===== config.mk =====
export PLATFORM = sky130hd
export DESIGN_NAME = itr_target_routing
export DESIGN_NICKNAME = d
export VERILOG_FILES = /design/src/itr_pkg.sv /design/src/itr_fwd.sv /design/src/itr_target_mem.sv /design/src/itr_target_routing.sv
export SDC_FILE = /design/constraint.sdc
export NUM_CORES = 1
export LEC_CHECK = 0
export ABC_AREA = 1
export BUFFER_PORTS_ARGS = -buffer_cell sky130_fd_sc_hd__buf_4
export CAP_MARGIN = 20
export CORE_AREA = 2 2 246 248
export CTS_CLUSTER_DIAMETER = 150
export DETAILED_ROUTE_END_ITERATION = 12
export DIE_AREA = 0 0 248 250
export HOLD_SLACK_MARGIN = 0.12
export PLACE_DENSITY_LB_ADDON = 0.3
export SYNTH_ARGS = -nofsm -noshare
export SYNTH_HDL_FRONTEND = slang
export SYNTH_SLANG_ARGS = --single-unit

===== constraint.sdc =====
create_clock -name CLK_SYS -period 3.6 [get_ports CLK_SYS]
set_input_delay 0.36 -clock CLK_SYS [delete_from_list [all_inputs] [get_ports CLK_SYS]]
set_output_delay 0.36 -clock CLK_SYS [all_outputs]
set_load 0.02 [all_outputs]

===== src/itr_pkg.sv =====
// shared constants and types for the interrupt target routing block
package itr_pkg;
  // ****************************************
  // build options
  // ****************************************
  localparam int          LINE_COUNT  = 1;
  localparam int          NUM_INT     = 32 * (LINE_COUNT + 1);
  localparam int          NUM_REG     = 8 * (LINE_COUNT + 1);
  localparam int          BANK_REGS   = 8;
  localparam int          SPI_REGS    = NUM_REG - BANK_REGS;
  localparam int          SPI_NUM     = NUM_INT - 32;
  localparam int          CPU_COUNT   = 4;
  localparam int          FIELD_W     = 8;
  localparam int          LANES       = 4;
  localparam int          MEM_AW      = 3;
  localparam logic        SEC_EN      = 1'b1;
  localparam logic        LOCK_EN     = 1'b1;

  // ****************************************
  // register map and field values
  // ****************************************
  localparam logic [11:0] TGT_OFFSET  = 12'h800;
  localparam logic [9:0]  TGT_WORD    = TGT_OFFSET[11:2];
  localparam logic [3:0]  FIRST_SPI   = 4'(BANK_REGS);
  localparam logic [5:0]  FIRST_SPI_ID = 6'h20;
  localparam logic [7:0]  TGT_RESET   = 8'h00;
  localparam logic [7:0]  CPU_MASK    = 8'((1 << CPU_COUNT) - 1);
  localparam logic [7:0]  ONE_CPU     = 8'h01;
  localparam logic [63:0] IMPL_MASK   = 64'h00ff_ffff_ffff_ffff;
  localparam logic [63:0] STATIC_MASK = 64'h0000_0002_0000_0000;
  localparam logic [7:0]  STATIC_TGT  = 8'h02;
  localparam logic [63:0] LOCK_MASK   = 64'h0000_00ff_0000_0000;

  // ****************************************
  // types
  // ****************************************
  typedef enum logic [1:0] {ST_IDLE, ST_WAIT, ST_ACK} itr_state_t;
endpackage : itr_pkg


===== src/itr_fwd.sv =====
// per-cpu pending view built from the target lists
`timescale 1ns/1ps
module itr_fwd
  import itr_pkg::*;
(
  // clock and reset
  input  wire logic                          clk_sys,
  input  wire logic                          nrst,
  // interrupt state
  input  wire logic [CPU_COUNT*32-1:0]       priv_pend,
  input  wire logic [SPI_NUM-1:0]            spi_pend,
  input  wire logic [NUM_INT-1:0]            prio_ok,
  input  wire logic [SPI_NUM*FIELD_W-1:0]    tgt,
  // to cpu interfaces
  output logic      [CPU_COUNT*NUM_INT-1:0]  cpu_pend
);
  logic [CPU_COUNT*NUM_INT-1:0] next_cpu_pend;

  genvar c, i;
  generate
    for (c = 0; c < CPU_COUNT; c++) begin : g_cpu
      for (i = 0; i < NUM_INT; i++) begin : g_int
        if (i < 32) begin : g_priv
          assign next_cpu_pend[c*NUM_INT+i] = priv_pend[c*32+i] && prio_ok[i];
        end else begin : g_spi
          // pending only; active state stays with the cpu interface
          assign next_cpu_pend[c*NUM_INT+i] = spi_pend[i-32] && prio_ok[i]
                                              && tgt[(i-32)*FIELD_W+c];
        end
      end
    end
  endgenerate

  always_ff @(posedge clk_sys or negedge nrst) begin
    if (!nrst) begin
      cpu_pend <= '0;
    end else begin
      cpu_pend <= next_cpu_pend;
    end
  end
endmodule : itr_fwd


===== src/itr_target_mem.sv =====
// storage of the writable target fields, one byte per interrupt
`timescale 1ns/1ps
module itr_target_mem
  import itr_pkg::*;
(
  // clock and reset
  input  wire logic                       clk_sys,
  input  wire logic                       nrst,
  // read port
  input  wire logic                       rd_en,
  input  wire logic [MEM_AW-1:0]          addr,
  output logic      [31:0]                rd_data,
  // write port
  input  wire logic                       wr_en,
  input  wire logic [LANES-1:0]           be,
  input  wire logic [31:0]                wr_data,
  // all fields at once
  output logic      [SPI_REGS*32-1:0]     contents
);
  genvar w, l;
  generate
    for (w = 0; w < SPI_REGS; w++) begin : g_word
      for (l = 0; l < LANES; l++) begin : g_lane
        logic [7:0] field;
        logic       hit;
        assign hit = wr_en && (addr == MEM_AW'(w)) && be[l];
        assign contents[w*32+l*8 +: 8] = field;
        always_ff @(posedge clk_sys or negedge nrst) begin
          if (!nrst) begin
            field <= TGT_RESET;
          end else if (hit) begin
            field <= wr_data[l*8 +: 8];
          end
        end
      end
    end
  endgenerate

  always_ff @(posedge clk_sys or negedge nrst) begin
    if (!nrst) begin
      rd_data <= 32'h0000_0000;
    end else if (rd_en) begin
      rd_data <= contents[{addr, 5'h00} +: 32];
    end
  end
endmodule : itr_target_mem


===== src/itr_target_routing.sv =====
// register slave and routing core for per-interrupt cpu target lists
// Function
// - every interrupt has an 8-bit target list and is forwarded only to the cpus it selects.
// - with several cpus the target registers take byte-wide accesses.
// - a field of an interrupt that is not implemented reads zero and ignores writes.
// - the first eight registers are read-only and return the reading cpu's own bit.
// - with several cpus the registers for ids 0-31 are banked per cpu.
// - a shared interrupt with fixed routing has a read-only field showing that routing.
// - with security, a non-secure access to a group 0 field reads zero and ignores writes.
// - with security and lockdown, lockable group 0 shared fields can be locked.
// - a one-cpu build routes everything to cpu 0 and its registers read zero.
// - there are eight times the line count plus one registers, upward from zero.
// - cpus number from zero and bit k of a field selects cpu interface k.
// - a field bit of a cpu interface that is not implemented reads zero, writes ignored.
// - id m sits in register m div 4 at 0x800 plus four times that, lane m mod 4.
// - with security one copy serves secure and non-secure accesses.
// - changing a field leaves active state untouched.
// - a pending interrupt follows its target list as cpus are added or removed.
`timescale 1ns/1ps
module itr_target_routing
  import itr_pkg::*;
(
  // clock and reset
  input  wire logic                          CLK_SYS,
  input  wire logic                          NRST,
  // wishbone slave
  input  wire logic                          WB_CYC_I,
  input  wire logic                          WB_STB_I,
  input  wire logic                          WB_WE_I,
  input  wire logic [11:2]                   WB_ADR_I,
  input  wire logic [3:0]                    WB_SEL_I,
  input  wire logic [31:0]                   WB_DAT_I,
  output logic      [31:0]                   WB_DAT_O,
  output logic                               WB_ACK_O,
  // access attributes
  input  wire logic [2:0]                    ACC_CPU,
  input  wire logic                          ACC_NS,
  // grouping and lockdown
  input  wire logic [NUM_INT-1:0]            INT_GROUP,
  input  wire logic                          CFG_LOCK,
  // forwarding
  input  wire logic [SPI_NUM-1:0]            SPI_PEND,
  input  wire logic [CPU_COUNT*32-1:0]       PRIV_PEND,
  input  wire logic [NUM_INT-1:0]            PRIO_OK,
  output logic      [CPU_COUNT*NUM_INT-1:0]  CPU_PEND
);
  // ****************************************
  // field access checks
  // ****************************************
  function automatic logic field_visible(input logic [5:0] id, input logic ns,
                                         input logic grp);
    field_visible = (CPU_COUNT > 1) && IMPL_MASK[id] && !(SEC_EN && ns && !grp);
  endfunction : field_visible

  function automatic logic field_writable(input logic [5:0] id, input logic ns,
                                          input logic grp, input logic lock);
    field_writable = field_visible(id, ns, grp) && (id >= FIRST_SPI_ID)
                     && !STATIC_MASK[id]
                     && !(LOCK_EN && SEC_EN && lock && LOCK_MASK[id] && !grp);
  endfunction : field_writable

  // ****************************************
  // declarations
  // ****************************************
  itr_state_t                  state;
  itr_state_t                  next_state;
  logic                        req;
  logic [9:0]                  word_off;
  logic                        reg_hit;
  logic [3:0]                  reg_idx;
  logic                        spi_reg;
  logic [7:0]                  own_bit;
  logic [LANES-1:0]            vis;
  logic [LANES-1:0]            wr_ok;
  logic [LANES-1:0]            wr_be;
  logic [31:0]                 rd_word;
  logic [31:0]                 next_dat;
  logic [31:0]                 mem_rdata;
  logic [SPI_REGS*32-1:0]      mem_all;
  logic [SPI_NUM*FIELD_W-1:0]  eff_tgt;
  logic                        mem_rd;
  logic                        mem_wr;
  logic                        wr_commit;
  logic                        lock_s1;
  logic                        lock_s2;
  logic                        lock_s3;
  logic                        lock_q;

  // ****************************************
  // address decode
  // ****************************************
  assign req      = WB_CYC_I && WB_STB_I;
  assign word_off = WB_ADR_I - TGT_WORD;
  assign reg_hit  = (WB_ADR_I >= TGT_WORD) && (word_off < 10'(NUM_REG));
  assign reg_idx  = word_off[3:0];
  assign spi_reg  = reg_idx >= FIRST_SPI;
  assign own_bit  = (ONE_CPU << ACC_CPU) & CPU_MASK;

  genvar l, s;
  generate
    for (l = 0; l < LANES; l++) begin : g_lane
      logic [5:0] id;
      assign id = {reg_idx, 2'(l)};
      assign vis[l]   = field_visible(id, ACC_NS, INT_GROUP[id]);
      assign wr_ok[l] = field_writable(id, ACC_NS, INT_GROUP[id], lock_q);
      assign wr_be[l] = WB_SEL_I[l] && wr_ok[l];
      assign rd_word[l*8 +: 8] = !vis[l]                ? 8'h00 :
                                 (id < FIRST_SPI_ID)    ? own_bit :
                                 STATIC_MASK[id]        ? (STATIC_TGT & CPU_MASK) :
                                 mem_rdata[l*8 +: 8];
    end

    for (s = 0; s < SPI_NUM; s++) begin : g_eff
      localparam int ID = s + 32;
      assign eff_tgt[s*8 +: 8] = (CPU_COUNT == 1)  ? (ONE_CPU & {8{IMPL_MASK[ID]}}) :
                                 !IMPL_MASK[ID]    ? 8'h00 :
                                 STATIC_MASK[ID]   ? (STATIC_TGT & CPU_MASK) :
                                 mem_all[s*8 +: 8];
    end
  endgenerate

  assign next_dat  = (reg_hit && !WB_WE_I) ? rd_word : 32'h0000_0000;
  assign mem_rd    = (state == ST_IDLE) && req;
  assign WB_ACK_O  = (state == ST_ACK) && req;
  assign wr_commit = WB_ACK_O && WB_WE_I && reg_hit;
  assign mem_wr    = wr_commit && spi_reg;

  // ****************************************
  // bus sequencing
  // ****************************************
  always_comb begin
    next_state = state;
    unique case (state)
      ST_IDLE: begin
        if (req) begin
          next_state = ST_WAIT;
        end
      end
      ST_WAIT: next_state = ST_ACK;
      ST_ACK:  next_state = ST_IDLE;
      default: next_state = ST_IDLE;
    endcase
  end

  always_ff @(posedge CLK_SYS or negedge NRST) begin
    if (!NRST) begin
      state <= ST_IDLE;
    end else begin
      state <= next_state;
    end
  end

  always_ff @(posedge CLK_SYS or negedge NRST) begin
    if (!NRST) begin
      WB_DAT_O <= 32'h0000_0000;
    end else if (state == ST_WAIT) begin
      WB_DAT_O <= next_dat;
    end
  end

  // ****************************************
  // lockdown pin synchroniser
  // ****************************************
  always_ff @(posedge CLK_SYS or negedge NRST) begin
    if (!NRST) begin
      lock_s1 <= 1'b0;
      lock_s2 <= 1'b0;
      lock_s3 <= 1'b0;
      lock_q  <= 1'b0;
    end else begin
      lock_s1 <= CFG_LOCK;
      lock_s2 <= lock_s1;
      lock_s3 <= lock_s2;
      if (lock_s2 == lock_s3) begin
        lock_q <= lock_s3;
      end
    end
  end

  // ****************************************
  // storage and forwarding
  // ****************************************
  itr_target_mem u_mem (
    .clk_sys  (CLK_SYS),
    .nrst     (NRST),
    .rd_en    (mem_rd),
    .addr     (reg_idx[2:0]),
    .rd_data  (mem_rdata),
    .wr_en    (mem_wr),
    .be       (wr_be),
    .wr_data  (WB_DAT_I & {LANES{CPU_MASK}}),
    .contents (mem_all)
  );

  // active state is never held here, so retargeting cannot clear it
  itr_fwd u_fwd (
    .clk_sys   (CLK_SYS),
    .nrst      (NRST),
    .priv_pend (PRIV_PEND),
    .spi_pend  (SPI_PEND),
    .prio_ok   (PRIO_OK),
    .tgt       (eff_tgt),
    .cpu_pend  (CPU_PEND)
  );

  // ****************************************
  // checks
  // ****************************************
  logic [2:0]  last_idx;
  logic [31:0] cur_word;
  logic [31:0] prev_word;

  always_ff @(posedge CLK_SYS or negedge NRST) begin
    if (!NRST) begin
      last_idx <= 3'h0;
    end else begin
      last_idx <= reg_idx[2:0];
    end
  end

  assign cur_word  = mem_all[{reg_idx[2:0], 5'h00} +: 32];
  assign prev_word = mem_all[{last_idx, 5'h00} +: 32];
endmodule : itr_target_routing


### Word level (Yosys, flattened, before mapping)

Memories as Yosys holds them, arrays and structs flattened.
Index checks and enable logic that the tools add are counted.

* output and inout port bits: 289
* register bits: 419
* logic and storage cells: 451
* memory bits (read-only): 64
* input bits: 344
* memories kept: 4

* eq/ne operators: 11
* add/sub/neg operators: 1
* multiplexer cells: 35
* shift-type cells: 2
* order comparisons: 15
* reduce and logical (&&, ||, !) cells: 343

Memory list
* (name not given): words 16, width 1, read ports 1, clocked after memory_dff 0, write ports 0, RTL line itr_target_routing.sv:109 `STATIC_MASK[id] ? (STATIC_TGT & CPU_MASK) :`
* (name not given): words 16, width 1, read ports 1, clocked after memory_dff 0, write ports 0, RTL line itr_target_routing.sv:59 `&& !(LOCK_EN && SEC_EN && lock && LOCK_MASK[id] && !grp);`
* (name not given): words 16, width 1, read ports 1, clocked after memory_dff 0, write ports 0, RTL line itr_target_routing.sv:52 `field_visible = (CPU_COUNT > 1) && IMPL_MASK[id] && !(SEC_EN && ns && !grp);`
* (name not given): words 16, width 1, read ports 1, clocked after memory_dff 0, write ports 0, RTL line itr_target_routing.sv:109

Operator list (number)
* logical AND 1 bit: 324
* indexed part select 256 x 9 -> 32 bit: 1
* two-way mux 8 bit: 12
* two-way mux 32 bit: 1
* less-than comparator 6 x 7 -> 1 bit, second input constant: 4
* >= comparator 6 bit, second input constant: 4
* less-than comparator 6 bit, second input constant: 4
* zero test 1 bit: 17
* binary-select mux 1 bit (select 4 bit): 4
* two-way mux 1 bit: 16
* == test 3 bit, second input constant: 4
* >= comparator 10 bit, second input constant: 1
* less-than comparator 10 x 5 -> 1 bit, second input constant: 1
* subtractor 10 bit, second input constant: 1
* == test 3 x 2 -> 1 bit, second input constant: 2
* >= comparator 4 bit, second input constant: 1
* case mux 2 bit (2 select lines): 1
* left shift 1 x 3 -> 4 bit, first input constant: 1
* == test 3 x 1 -> 1 bit, second input constant: 1
* zero test 3 bit: 1
* == test 2 x 1 -> 1 bit, second input constant: 1
* == test 2 bit, second input constant: 1
* zero test 2 bit: 1
* two-way mux 2 bit: 1
* 2 further kinds: 2

### Longest topological paths before layout

Gate-level depths: netlist of the first run.

* word-level depth: 12
* gate-level depth with buffers: 17
* depth with buffers taken out: 14

### Cells and area by module

From an unflattened synthesis of the first run, not the netlist that was laid out.

* cells, all modules: 2891
* area total of the unflattened synthesis: 24171.9 um^2

By module, submodules not included
* itr_target_mem: cells each 1635, times used 1, seq. area each 7206.9 um^2, area an instance 12801.0 um^2
* itr_fwd: cells each 800, times used 1, seq. area each 6406.1 um^2, area an instance 8528.2 um^2
* itr_target_routing: cells each 456, times used 1, seq. area each 950.9 um^2, area an instance 2842.7 um^2

### Worst setup path before layout of the first run

No wires, ideal clock.

* path type: reg2reg
* from: reg state[0]
* to: reg u_mem.g_word[0].g_lane[0].field[2]
* data arrival time: 1.792 ns
* cell stages (with the launch flop): 11
* setup time: 0.065 ns
* buffers on the path: 1
* required time: 3.535 ns
* setup slack: 1.743 ns
* cells stage by stage: dfrtp_1 inv_1 nand2_1 nor2_1 nand3_1 nor2_1 nand2_1 nor2_1 buf_2 nand3_1 nand2_1

* word-level cells in the longest chain between the ends: 7

RTL lines
* start, declared: RTL line itr_target_routing.sv:65 `itr_state_t state;`
* start signal, assigned: RTL line itr_target_routing.sv:149 `state <= next_state;`
* == test 2 bit: RTL line itr_target_routing.sv:124 `assign WB_ACK_O = (state == ST_ACK) && req;`
* logical AND 1 bit: RTL line itr_target_routing.sv:124
* via WB_ACK_O: RTL line itr_target_routing.sv:34 `output logic WB_ACK_O,`
* logical AND 1 bit (2 in a row): RTL line itr_target_routing.sv:125 `assign wr_commit = WB_ACK_O && WB_WE_I && reg_hit;`
* logical AND 1 bit: RTL line itr_target_routing.sv:126 `assign mem_wr = wr_commit && spi_reg;`
* logical AND 1 bit (2 in a row): RTL line itr_target_mem.sv:26 `assign hit = wr_en && (addr == MEM_AW'(w)) && be[l];`
* end signal, assigned: RTL line itr_target_mem.sv:32 `field <= wr_data[l*8 +: 8];`
* end, declared: RTL line itr_target_mem.sv:24 `logic [7:0] field;`

The timed path passes the listed nets, and every way through them passes these cells.
A chain may end at the register's enable or synchronous reset.

### Final worst setup path of the first run

* from: reg state[0]
* to: reg u_mem.g_word[1].g_lane[2].field[0]

* word-level cells in the longest chain between the ends: 7

RTL lines (RTL line)
* == test 2 bit: itr_target_routing.sv:124
* logical AND 1 bit: itr_target_routing.sv:124
* logical AND 1 bit (2 in a row): itr_target_routing.sv:125
* logical AND 1 bit: itr_target_routing.sv:126
* logical AND 1 bit (2 in a row): itr_target_mem.sv:26
* end signal, assigned: itr_target_mem.sv:32
* end, declared: itr_target_mem.sv:24

Every way passes these cells.

==> results of run 1 <==
synthesized netlist by cell type, drive strengths merged:
library cell and instances:
nand2 601, dfrtp 387, inv 244, nor2 123, nand3 117, buf 84, clkbuf 55, o22ai 34
o21ai 25, a21oi 14, o31ai 14, a221oi 11, o211ai 10, o2111ai 7, clkinv 4, nor4 2
or2 2, and3 1, conb 1, maj3 1, nor3 1, o311ai 1
worst min-delay path: stages:
cell,delay (ns)
buf_4,0.07
nand2_1,0.10
nor2_1,0.11
routing by layer:
metal	wire, µm	GRT usage, %	vias to the layer above
li1	-	-	6903
met1	22710	21.36	6997
met2	29930	33.29	542
met3	4613	5.087	85
met4	1241	4.773	4
met5	21	0	-
sequential cells by signal (all words and copies together) (netlist names):
| register | flops |
|---|---|
| u_fwd.cpu_pend | 221 |
| u_mem.g_word.g_lane.field | 128 |
| WB_DAT_O | 16 |
| u_mem.rd_data | 16 |
| state | 2 |
| lock_q | 1 |
| lock_s1 | 1 |
| lock_s2 | 1 |
| lock_s3 | 1 |
path summary, 6_finish.rpt:
check / end / slack, ns / cells past startpoint
min: u_fwd.cpu_pend[43] / 0.13 / 3
max reg2reg: u_mem.g_word[1].g_lane[2].field[0] / 1.20 / 11
max: u_mem.g_word[1].g_lane[2].field[0] / 1.20 / 11
max in group asynchronous: u_fwd.cpu_pend[32] / 2.12 / 3
min in group asynchronous: u_fwd.cpu_pend[107] / 0.43 / 2
min reg2reg: lock_s2 / 0.35 / 0
through the flow:
stage               power (mW)  cells  setup WS [ns]  hold slack [ns]
floorplan                4.990   1789          1.743          0.06441
CTS                      10.56   3408          1.172           0.1203
global route             10.87   3409          1.074           0.1278
global placement         5.571   3007         0.9413           0.3384
finish                   10.48   3410          1.204           0.1279
detailed placement       5.583   3007         0.8453           0.3395
what timing repair did:
item | CTS | global route
hold buffers | 319 | 0
setup endpoints to repair | 0 | 0
hold endpoints to repair | 410 | 0
layout make-up:
cell class                 instances  area (µm²)  area share, %
antenna                            2       5.005        0.01996
clock buffer                      66        1368          5.454
clock inverter                    16       160.2         0.6387
inverter                         248       935.9          3.732
multi-input combinational       1015        4389          17.50
sequential                       387        9684          38.62
tap                              782       978.4          3.902
timing repair buffer             894        7555          30.13
power by group:
group / total [mW] / internal [mW] / leakage, nW / switching, mW
sequential: 4.48 / 4.44 / 5.25 / 0.0371
clock: 4.68 / 2.79 / 0.748 / 1.89
combinational: 1.31 / 0.633 / 7.35 / 0.681
kinds of logic after synthesis:
family	synth area share [%]
other	0.02402
AND/OR/NAND/NOR	21.79
flip-flops	62.03
adder cells (fa/ha/maj)	0.06412
AO/OA/AOI/OAI	4.873
buffers and inverters	11.22
==> summary.md, run 1 <==
| Metric | Value |
|---|---|
| Fin crit share | `66.56%` |
| Mapped Cells | `1,739` |
| Fin util | `42.09%` |
| Clock Latency Late Sink | `0.57 ns` |
| Post-layout minimum cycle time | `2.396 ns` |
| Setup crit start | `state[0]` |
| Vias in the first global route | `15,490` |
| Mapped Avg Cell Area | `8.978 µm²` |
| Initial antenna violation count | `5` |
| Area leader, netlist | `dfrtp_1` |
| Crit Path Class | `reg2reg` |
| #FFs+latches synth | `387` |
| Via/cell ratio | `4.261` |
| Cts bufs inserted | `45` |
| Hpwl dp | `41.70 mm` |
| Final setup TNS | `0 ns` |
| CP endpoint kind | `register` |
| Share of cells above drive strength 1 | `26.12%` |
| Clock net sink count | `387` |
| Nets@finish | `2,935` |
| Synth cell types | `33` |
| Crit path arrival time | `2.86 ns` |
| Crit-path cells | `inv_1 -> nand2_1 -> nor2_1 -> nand3_1 -> nor2_1 -> nand2_1 -> nor2_2 -> buf_4 -> nand2_1 -> nand2_1 -> nand2_1` |
| Hold path start | `PRIO_OK[43]` |
| Most frequent cells in the layout | `nand2_1, buf_4, dfrtp_1` |
| Power per cell area | `417.8 mW/mm²` |
| IO Port Bufs | `549` |
| Worst setup SP type | `register` |
| CTS Buffer Depth | `3` |
| CTS tree | `built` |
| # IOs | `633` |
| Yosys synthesis warning count | `0` |
| Worst R2R Start | `state[0]` |
| CP most frequent cell | `nand2_1` |
| Final setup vio count | `0` |
| Worst Skew | `0.01860 ns` |
| Pins over their slew limit | `0` |
| Vias post-DR | `14,530` |
| Worst endpoint required time | `4.06 ns` |
| Worst hold path type | `in2reg` |
| Tightest Pin Transition | `0.9616 ns` |
| Synth top area cells | `dfrtp_1, nand2_1, inv_1, nand3_1, buf_4` |
| Synthesized cell area | `0.01561 mm²` |
| First-pass GRT wire length | `87.71 mm` |
| FMAX | `417.3 MHz` |
| Postcts setup bufs | `0` |
| Total Die Area | `0.06200 mm²` |
| Yosys top cell area share | `62.03%` |
| Worst path max stage delay | `0.52 ns` |
| Lkg Pwr | `13.35 nW` |
| Total wire length | `58.51 mm` |
| Die X | `248 µm` |
| Max_cap viols | `0` |
| Starting Density | `26.21%` |
| Status | `complete, no violations` |
| Total GRT Usage | `18.48%` |
| Core Rows | `90` |
| RSZ-0062 raised after global routing | `false` |
| Top cell family by delay on the critical path | `simple AND/OR/NAND/NOR gates` |
| Worst path slowest cell | `nor2_2` |
| Sequential-to-total area share from yosys stat | `62.03%` |
| Slew HR | `35.89%` |
| Clock root buffer master | `clkbuf_16` |
| Endpoints failing hold | `0` |
| Fillers | `5,673` |
| Iteration-0 DRC Markers | `752` |
| Core region area | `0.05957 mm²` |
| Total gr overflow | `0` |
| Area after DPL | `0.02035 mm²` |
| Largest net degree at the start of global routing | `115` |
| GP Congestion | `0.8348` |
| Commonest non-fill, non-tap cell in the layout | `nand2_1` |
| Critical-path maximum fanout | `11` |
| CTS H-tree lvls | `2` |
| Die height | `250 µm` |
| Initial DRT Pass Iterations | `6` |
| Final ANT Viol Nets | `0` |
| Final instance area | `0.02508 mm²` |
| Buffers & Inverters on Critical Path | `2` |
| Area grow syn2layout | `60.61%` |
| DRC errors left | `0` |
| Drt wl/cell | `17.16 µm` |
| Maximum resistive drop on vdd | `0.4500 mV` |
| Clock transition at path regs | `0.06 ns` |
| CTS-repair resized insts | `0` |
Power figures use the tool's default switching activity.
==> run 2: changes to the inputs <==
ABC_AREA = 0   (was 1)
CORE_AREA = 2 2 249 251   (was 2 2 246 248)
DIE_AREA = 0 0 251 253   (was 0 0 248 250)
clock period = 2.1 ns   (was 3.6 ns; I/O delays follow)
==> run 2 against run 1 <==
Effect of this change: the flow now finishes with violations (setup timing); synthesized area is 3.8% lower; clock power is 81% higher; combinational power is 76% higher; worst hold slack better by 0.047 ns; final area is 2.7% higher; first-iteration DRC count is 25% lower; flip-flop and latch count stayed put; largest cell class unchanged.
==> summary.md, run 2 <==
| Metric | Value |
|---|---|
| Vias in the first global route | `13,920 (-10%)` |
| Final setup TNS | `-10.78 ns (-10.78 ns)` |
| Synthesized cell area | `0.01503 mm² (-3.8%)` |
| Worst Hold Path EP | `WB_DAT_O[17]` |
| Clock root buffer master | `clkbuf_16` |
| Via/cell ratio | `4.294 (+0.77%)` |
| Largest net degree at the start of global routing | `64 (-44%)` |
| Status | `complete, but fails checks` |
| Seq pwr share | `41.8% (-1.0 points)` |
| Total gr overflow | `0 (unchanged)` |
| R2R Path End | `u_mem.g_word[2].g_lane[2].field[0]` |
| Wl on met1 | `21.92 mm (-3.5%)` |
| Clock transition at path regs | `0.06 ns (about the same)` |
| Sequential-to-total area share from yosys stat | `64.45% (+2.4 points)` |
| Hpwl dp | `40.73 mm (-2.3%)` |
| Mapped Avg Cell Area | `14.00 µm² (+56%)` |
| Total GRT Usage | `17.43% (-1.0 points)` |
| Core Rows | `91 (+1.1%)` |
| Initial antenna violation count | `5 (unchanged)` |
| FMAX | `431.5 MHz (+3.4%)` |
| Starting Density | `24.62% (-1.6 points)` |
| Share of cells above drive strength 1 | `42.21% (+16 points)` |
| Clock share of power | `45.7% (+1.0 points)` |
| Most instantiated cells after synthesis | `dfrtp_1, and2_1, mux2_2` |
| Core region area | `0.06103 mm² (+2.4%)` |
| CTS H-tree lvls | `2 (unchanged)` |
| Cts bufs inserted | `44 (-2.2%)` |
| Antenna cell count | `0 (-2)` |
| Hold Path Depth | `3 (unchanged)` |
| Fin crit share | `110.4% (+44 points)` |
| Pins over their slew limit | `0 (unchanged)` |
| CTS tree | `built` |
| NetSw | `4.386 mW (+68%)` |
| Number of synthesized flops with an enable pin | `0 (unchanged)` |
| Final instance area | `0.02576 mm² (+2.7%)` |
| Total wire length | `56.39 mm (-3.6%)` |
| Die X | `251 µm (+1.2%)` |
| FF-to-FF setup slack | `-0.22 ns (-1.42 ns)` |
| Worst endpoint required time | `2.56 ns (-1.50 ns)` |
| # IOs | `633 (unchanged)` |
| Drt wl/cell | `19.74 µm (+15%)` |
| Yosys synthesis warning count | `0 (unchanged)` |
| Largest regs | `u_fwd.cpu_pend (221), u_mem.g_word.g_lane.field (128)` |
| Ys flop type | `dfrtp_1` |
| IO Port Bufs | `549 (unchanged)` |
| Logic pwr share | `12.5% (about the same)` |
| Final setup vio count | `80 (+80)` |
| Worst Reg2Reg Path Length in Cells | `6 (-5)` |
| Max_cap viols | `0 (unchanged)` |
| Critical-path maximum fanout | `4 (-7)` |
| Hold path start | `ACC_NS` |
| Uppermost layer routed | `met5` |
| GP Congestion | `0.8149 (-2.4%)` |
| Tightest Pin Transition | `0.5550 ns (-0.4066 ns)` |
| Worst R2R Start | `state[0]` |
| Nets@finish | `2,378 (-19%)` |
| CTS Buffer Depth | `3 (unchanged)` |
| DRC errors left | `0 (unchanged)` |
| Crit Path Class | `reg2reg` |
| Length of routed met2 wiring | `29.40 mm (-1.8%)` |
| Internal Pwr Total | `14.11 mW (+79%)` |
| Worst hold path type | `in2reg` |
| Vias post-DR | `12,260 (-16%)` |
| Crit path arrival time | `2.78 ns (-0.08 ns)` |
| Failing checks | `setup timing` |
| Yosys top cell area share | `64.45% (+2.4 points)` |
| Fillers | `5,561 (-2.0%)` |
| Die height | `253 µm (+1.2%)` |
| Initial DRT Pass Iterations | `6 (unchanged)` |
| Area grow syn2layout | `71.45%` |
| Final setup margin | `-0.2174 ns (-1.421 ns)` |
| Area leader, netlist | `dfrtp_1` |
| Power per cell area | `717.8 mW/mm² (+72%)` |
| Biggest register | `u_fwd.cpu_pend` |
| Worst setup SP type | `register` |
| Synth top area cells | `dfrtp_1, mux2_2, mux4_2, and2_1, and3_1` |
| Most frequent cells in the layout | `buf_4, dfrtp_1, dlygate4sd3_1` |
| Met3 WL post-DR | `3.625 mm (-21%)` |
| Commonest non-fill, non-tap cell in the layout | `buf_4` |
| Final ANT Viol Nets | `0 (unchanged)` |
| Async SR Flop Fraction | `100.0% (unchanged)` |
| Total Die Area | `0.06350 mm² (+2.4%)` |
| Post-layout minimum cycle time | `2.317 ns (-0.07885 ns)` |
| Clock Latency Late Sink | `0.58 ns (about the same)` |
| Iteration-0 DRC Markers | `561 (-25%)` |
| Top-count cell post-synth | `dfrtp_1` |
| Endpoints failing hold | `0 (unchanged)` |
| Area after DPL | `0.02037 mm² (about the same)` |
| Sw frac | `23.72% (-1.2 points)` |
| #FFs+latches synth | `387 (unchanged)` |
| Synth cell types | `47 (+42%)` |
| Maximum resistive drop on vdd | `0.5323 mV (+18%)` |
| Mapped Cells | `1,073 (-38%)` |
| CP endpoint kind | `register` |
| Slew HR | `63.00% (+27 points)` |
| First-pass GRT wire length | `83.71 mm (-4.6%)` |
| Worst Skew | `0.02374 ns (+0.005140 ns)` |
| Pre-CTS setup slack | `-0.4258 ns (-1.271 ns)` |
| Max FFs per register | `221 (unchanged)` |
| RSZ-0062 raised after global routing | `true` |
| Lkg Pwr | `13.43 nW (+0.56%)` |
| Clock net sink count | `387 (unchanged)` |
==> run 2: cell types whose count changed after synthesis, moves of 40 or more <==
| cell | before | now |
|---|---|---|
| inv_1 | 236 | 3 |
| nand2_1 | 589 | 35 |
| nor2_1 | 118 | 27 |
| mux2_2 | 0 | 96 |
| mux4_2 | 0 | 40 |
| nand3_1 | 116 | 1 |
| and3_1 | 1 | 92 |
| and2_1 | 0 | 129 |
==> run 2: layer usage <==
layer,up-vias,global-route usage [%]
li1,5570,-
met1,6146,19.98
met2,446,31.76
met3,96,4.790
met4,6,4.830
met5,-,0
==> run 2: logic make-up (layout without fill, tap and decap cells) <==
family                   Yosys count  in the layout  share of synthesized area (%)
adder cells (fa/ha/maj)            1              1                        0.06662
AND/OR/NAND/NOR                  323            323                          12.62
flip-flops                       387            387                          64.45
AO/OA/AOI/OAI                     76             76                          3.273
buffers and inverters            117           1060                          4.247
other                              1             51                        0.02496
multiplexers                     168            168                          15.32
==> run 2: final cells by class <==
class	count	area (µm²)	share of cell area, %
clock buffer	60	1262	4.900
clock inverter	18	335.3	1.302
timing repair buffer	979	8337	32.36
inverter	3	11.26	0.04371
sequential	387	9684	37.59
tap	790	988.4	3.837
multi-input combinational	619	5144	19.97
==> run 2: worst max path at each step <==
stage | start | endpoint | slack, ns | cells after the start
3_5_place_dp | WB_ADR_I[7] | u_mem.g_word[2].g_lane[2].field[3] | -0.43 | 6
2_1_floorplan | WB_ADR_I[7] | u_mem.g_word[2].g_lane[2].field[0] | -0.18 | 5
3_3_place_gp | WB_ADR_I[7] | u_mem.g_word[1].g_lane[2].field[2] | -0.41 | 8
4_1_cts | state[0] | u_mem.g_word[2].g_lane[2].field[3] | -0.24 | 6
5_1_grt | state[0] | u_mem.g_word[2].g_lane[2].field[3] | -0.27 | 6
6_report | state[0] | u_mem.g_word[2].g_lane[2].field[0] | -0.22 | 6
==> run 2: power groups by stage <==
| stage | Combinational (mW) | Clock, mW | Sequential [mW] |
|---|---|---|---|
| global placement | 1.75 | 0 | 7.86 |
| CTS | 2.28 | 8.68 | 7.73 |
| detailed placement | 1.78 | 0 | 7.86 |
| finish | 2.31 | 8.45 | 7.73 |
| floorplan | 0.543 | 0 | 8.02 |
| global route | 2.48 | 9.01 | 7.75 |
==> run 2: stage by stage <==
stage | hold WS (ns) | cells | total power [mW] | util, %
floorplan | -0.08559 | 1123 | 8.558 | -
global placement | 0.2054 | 2424 | 9.610 | 33.38
detailed placement | 0.2111 | 2424 | 9.636 | 33.38
CTS | 0.1336 | 2855 | 18.69 | 42.07
global route | 0.1699 | 2856 | 19.23 | 42.21
finish | 0.1745 | 2856 | 18.49 | 42.21
==> run 2: worst max-delay path: stages (launching register included) <==
cell and delay (ns):
dfrtp_1 0.38, nand4b_1 0.19, buf_4 0.18, or4_4 0.42, or3_4 0.41, and2b_2 0.32
mux2_4 0.31
==> run 2: timing repair <==
action / CTS / global route
resized for setup: 46 / 18
setup buffers: 2 / 1
endpoints found under the setup margin: 84 / 86
endpoints found under the hold margin: 676 / 0
hold buffers: 351 / 0
pin swaps: 3 / 5
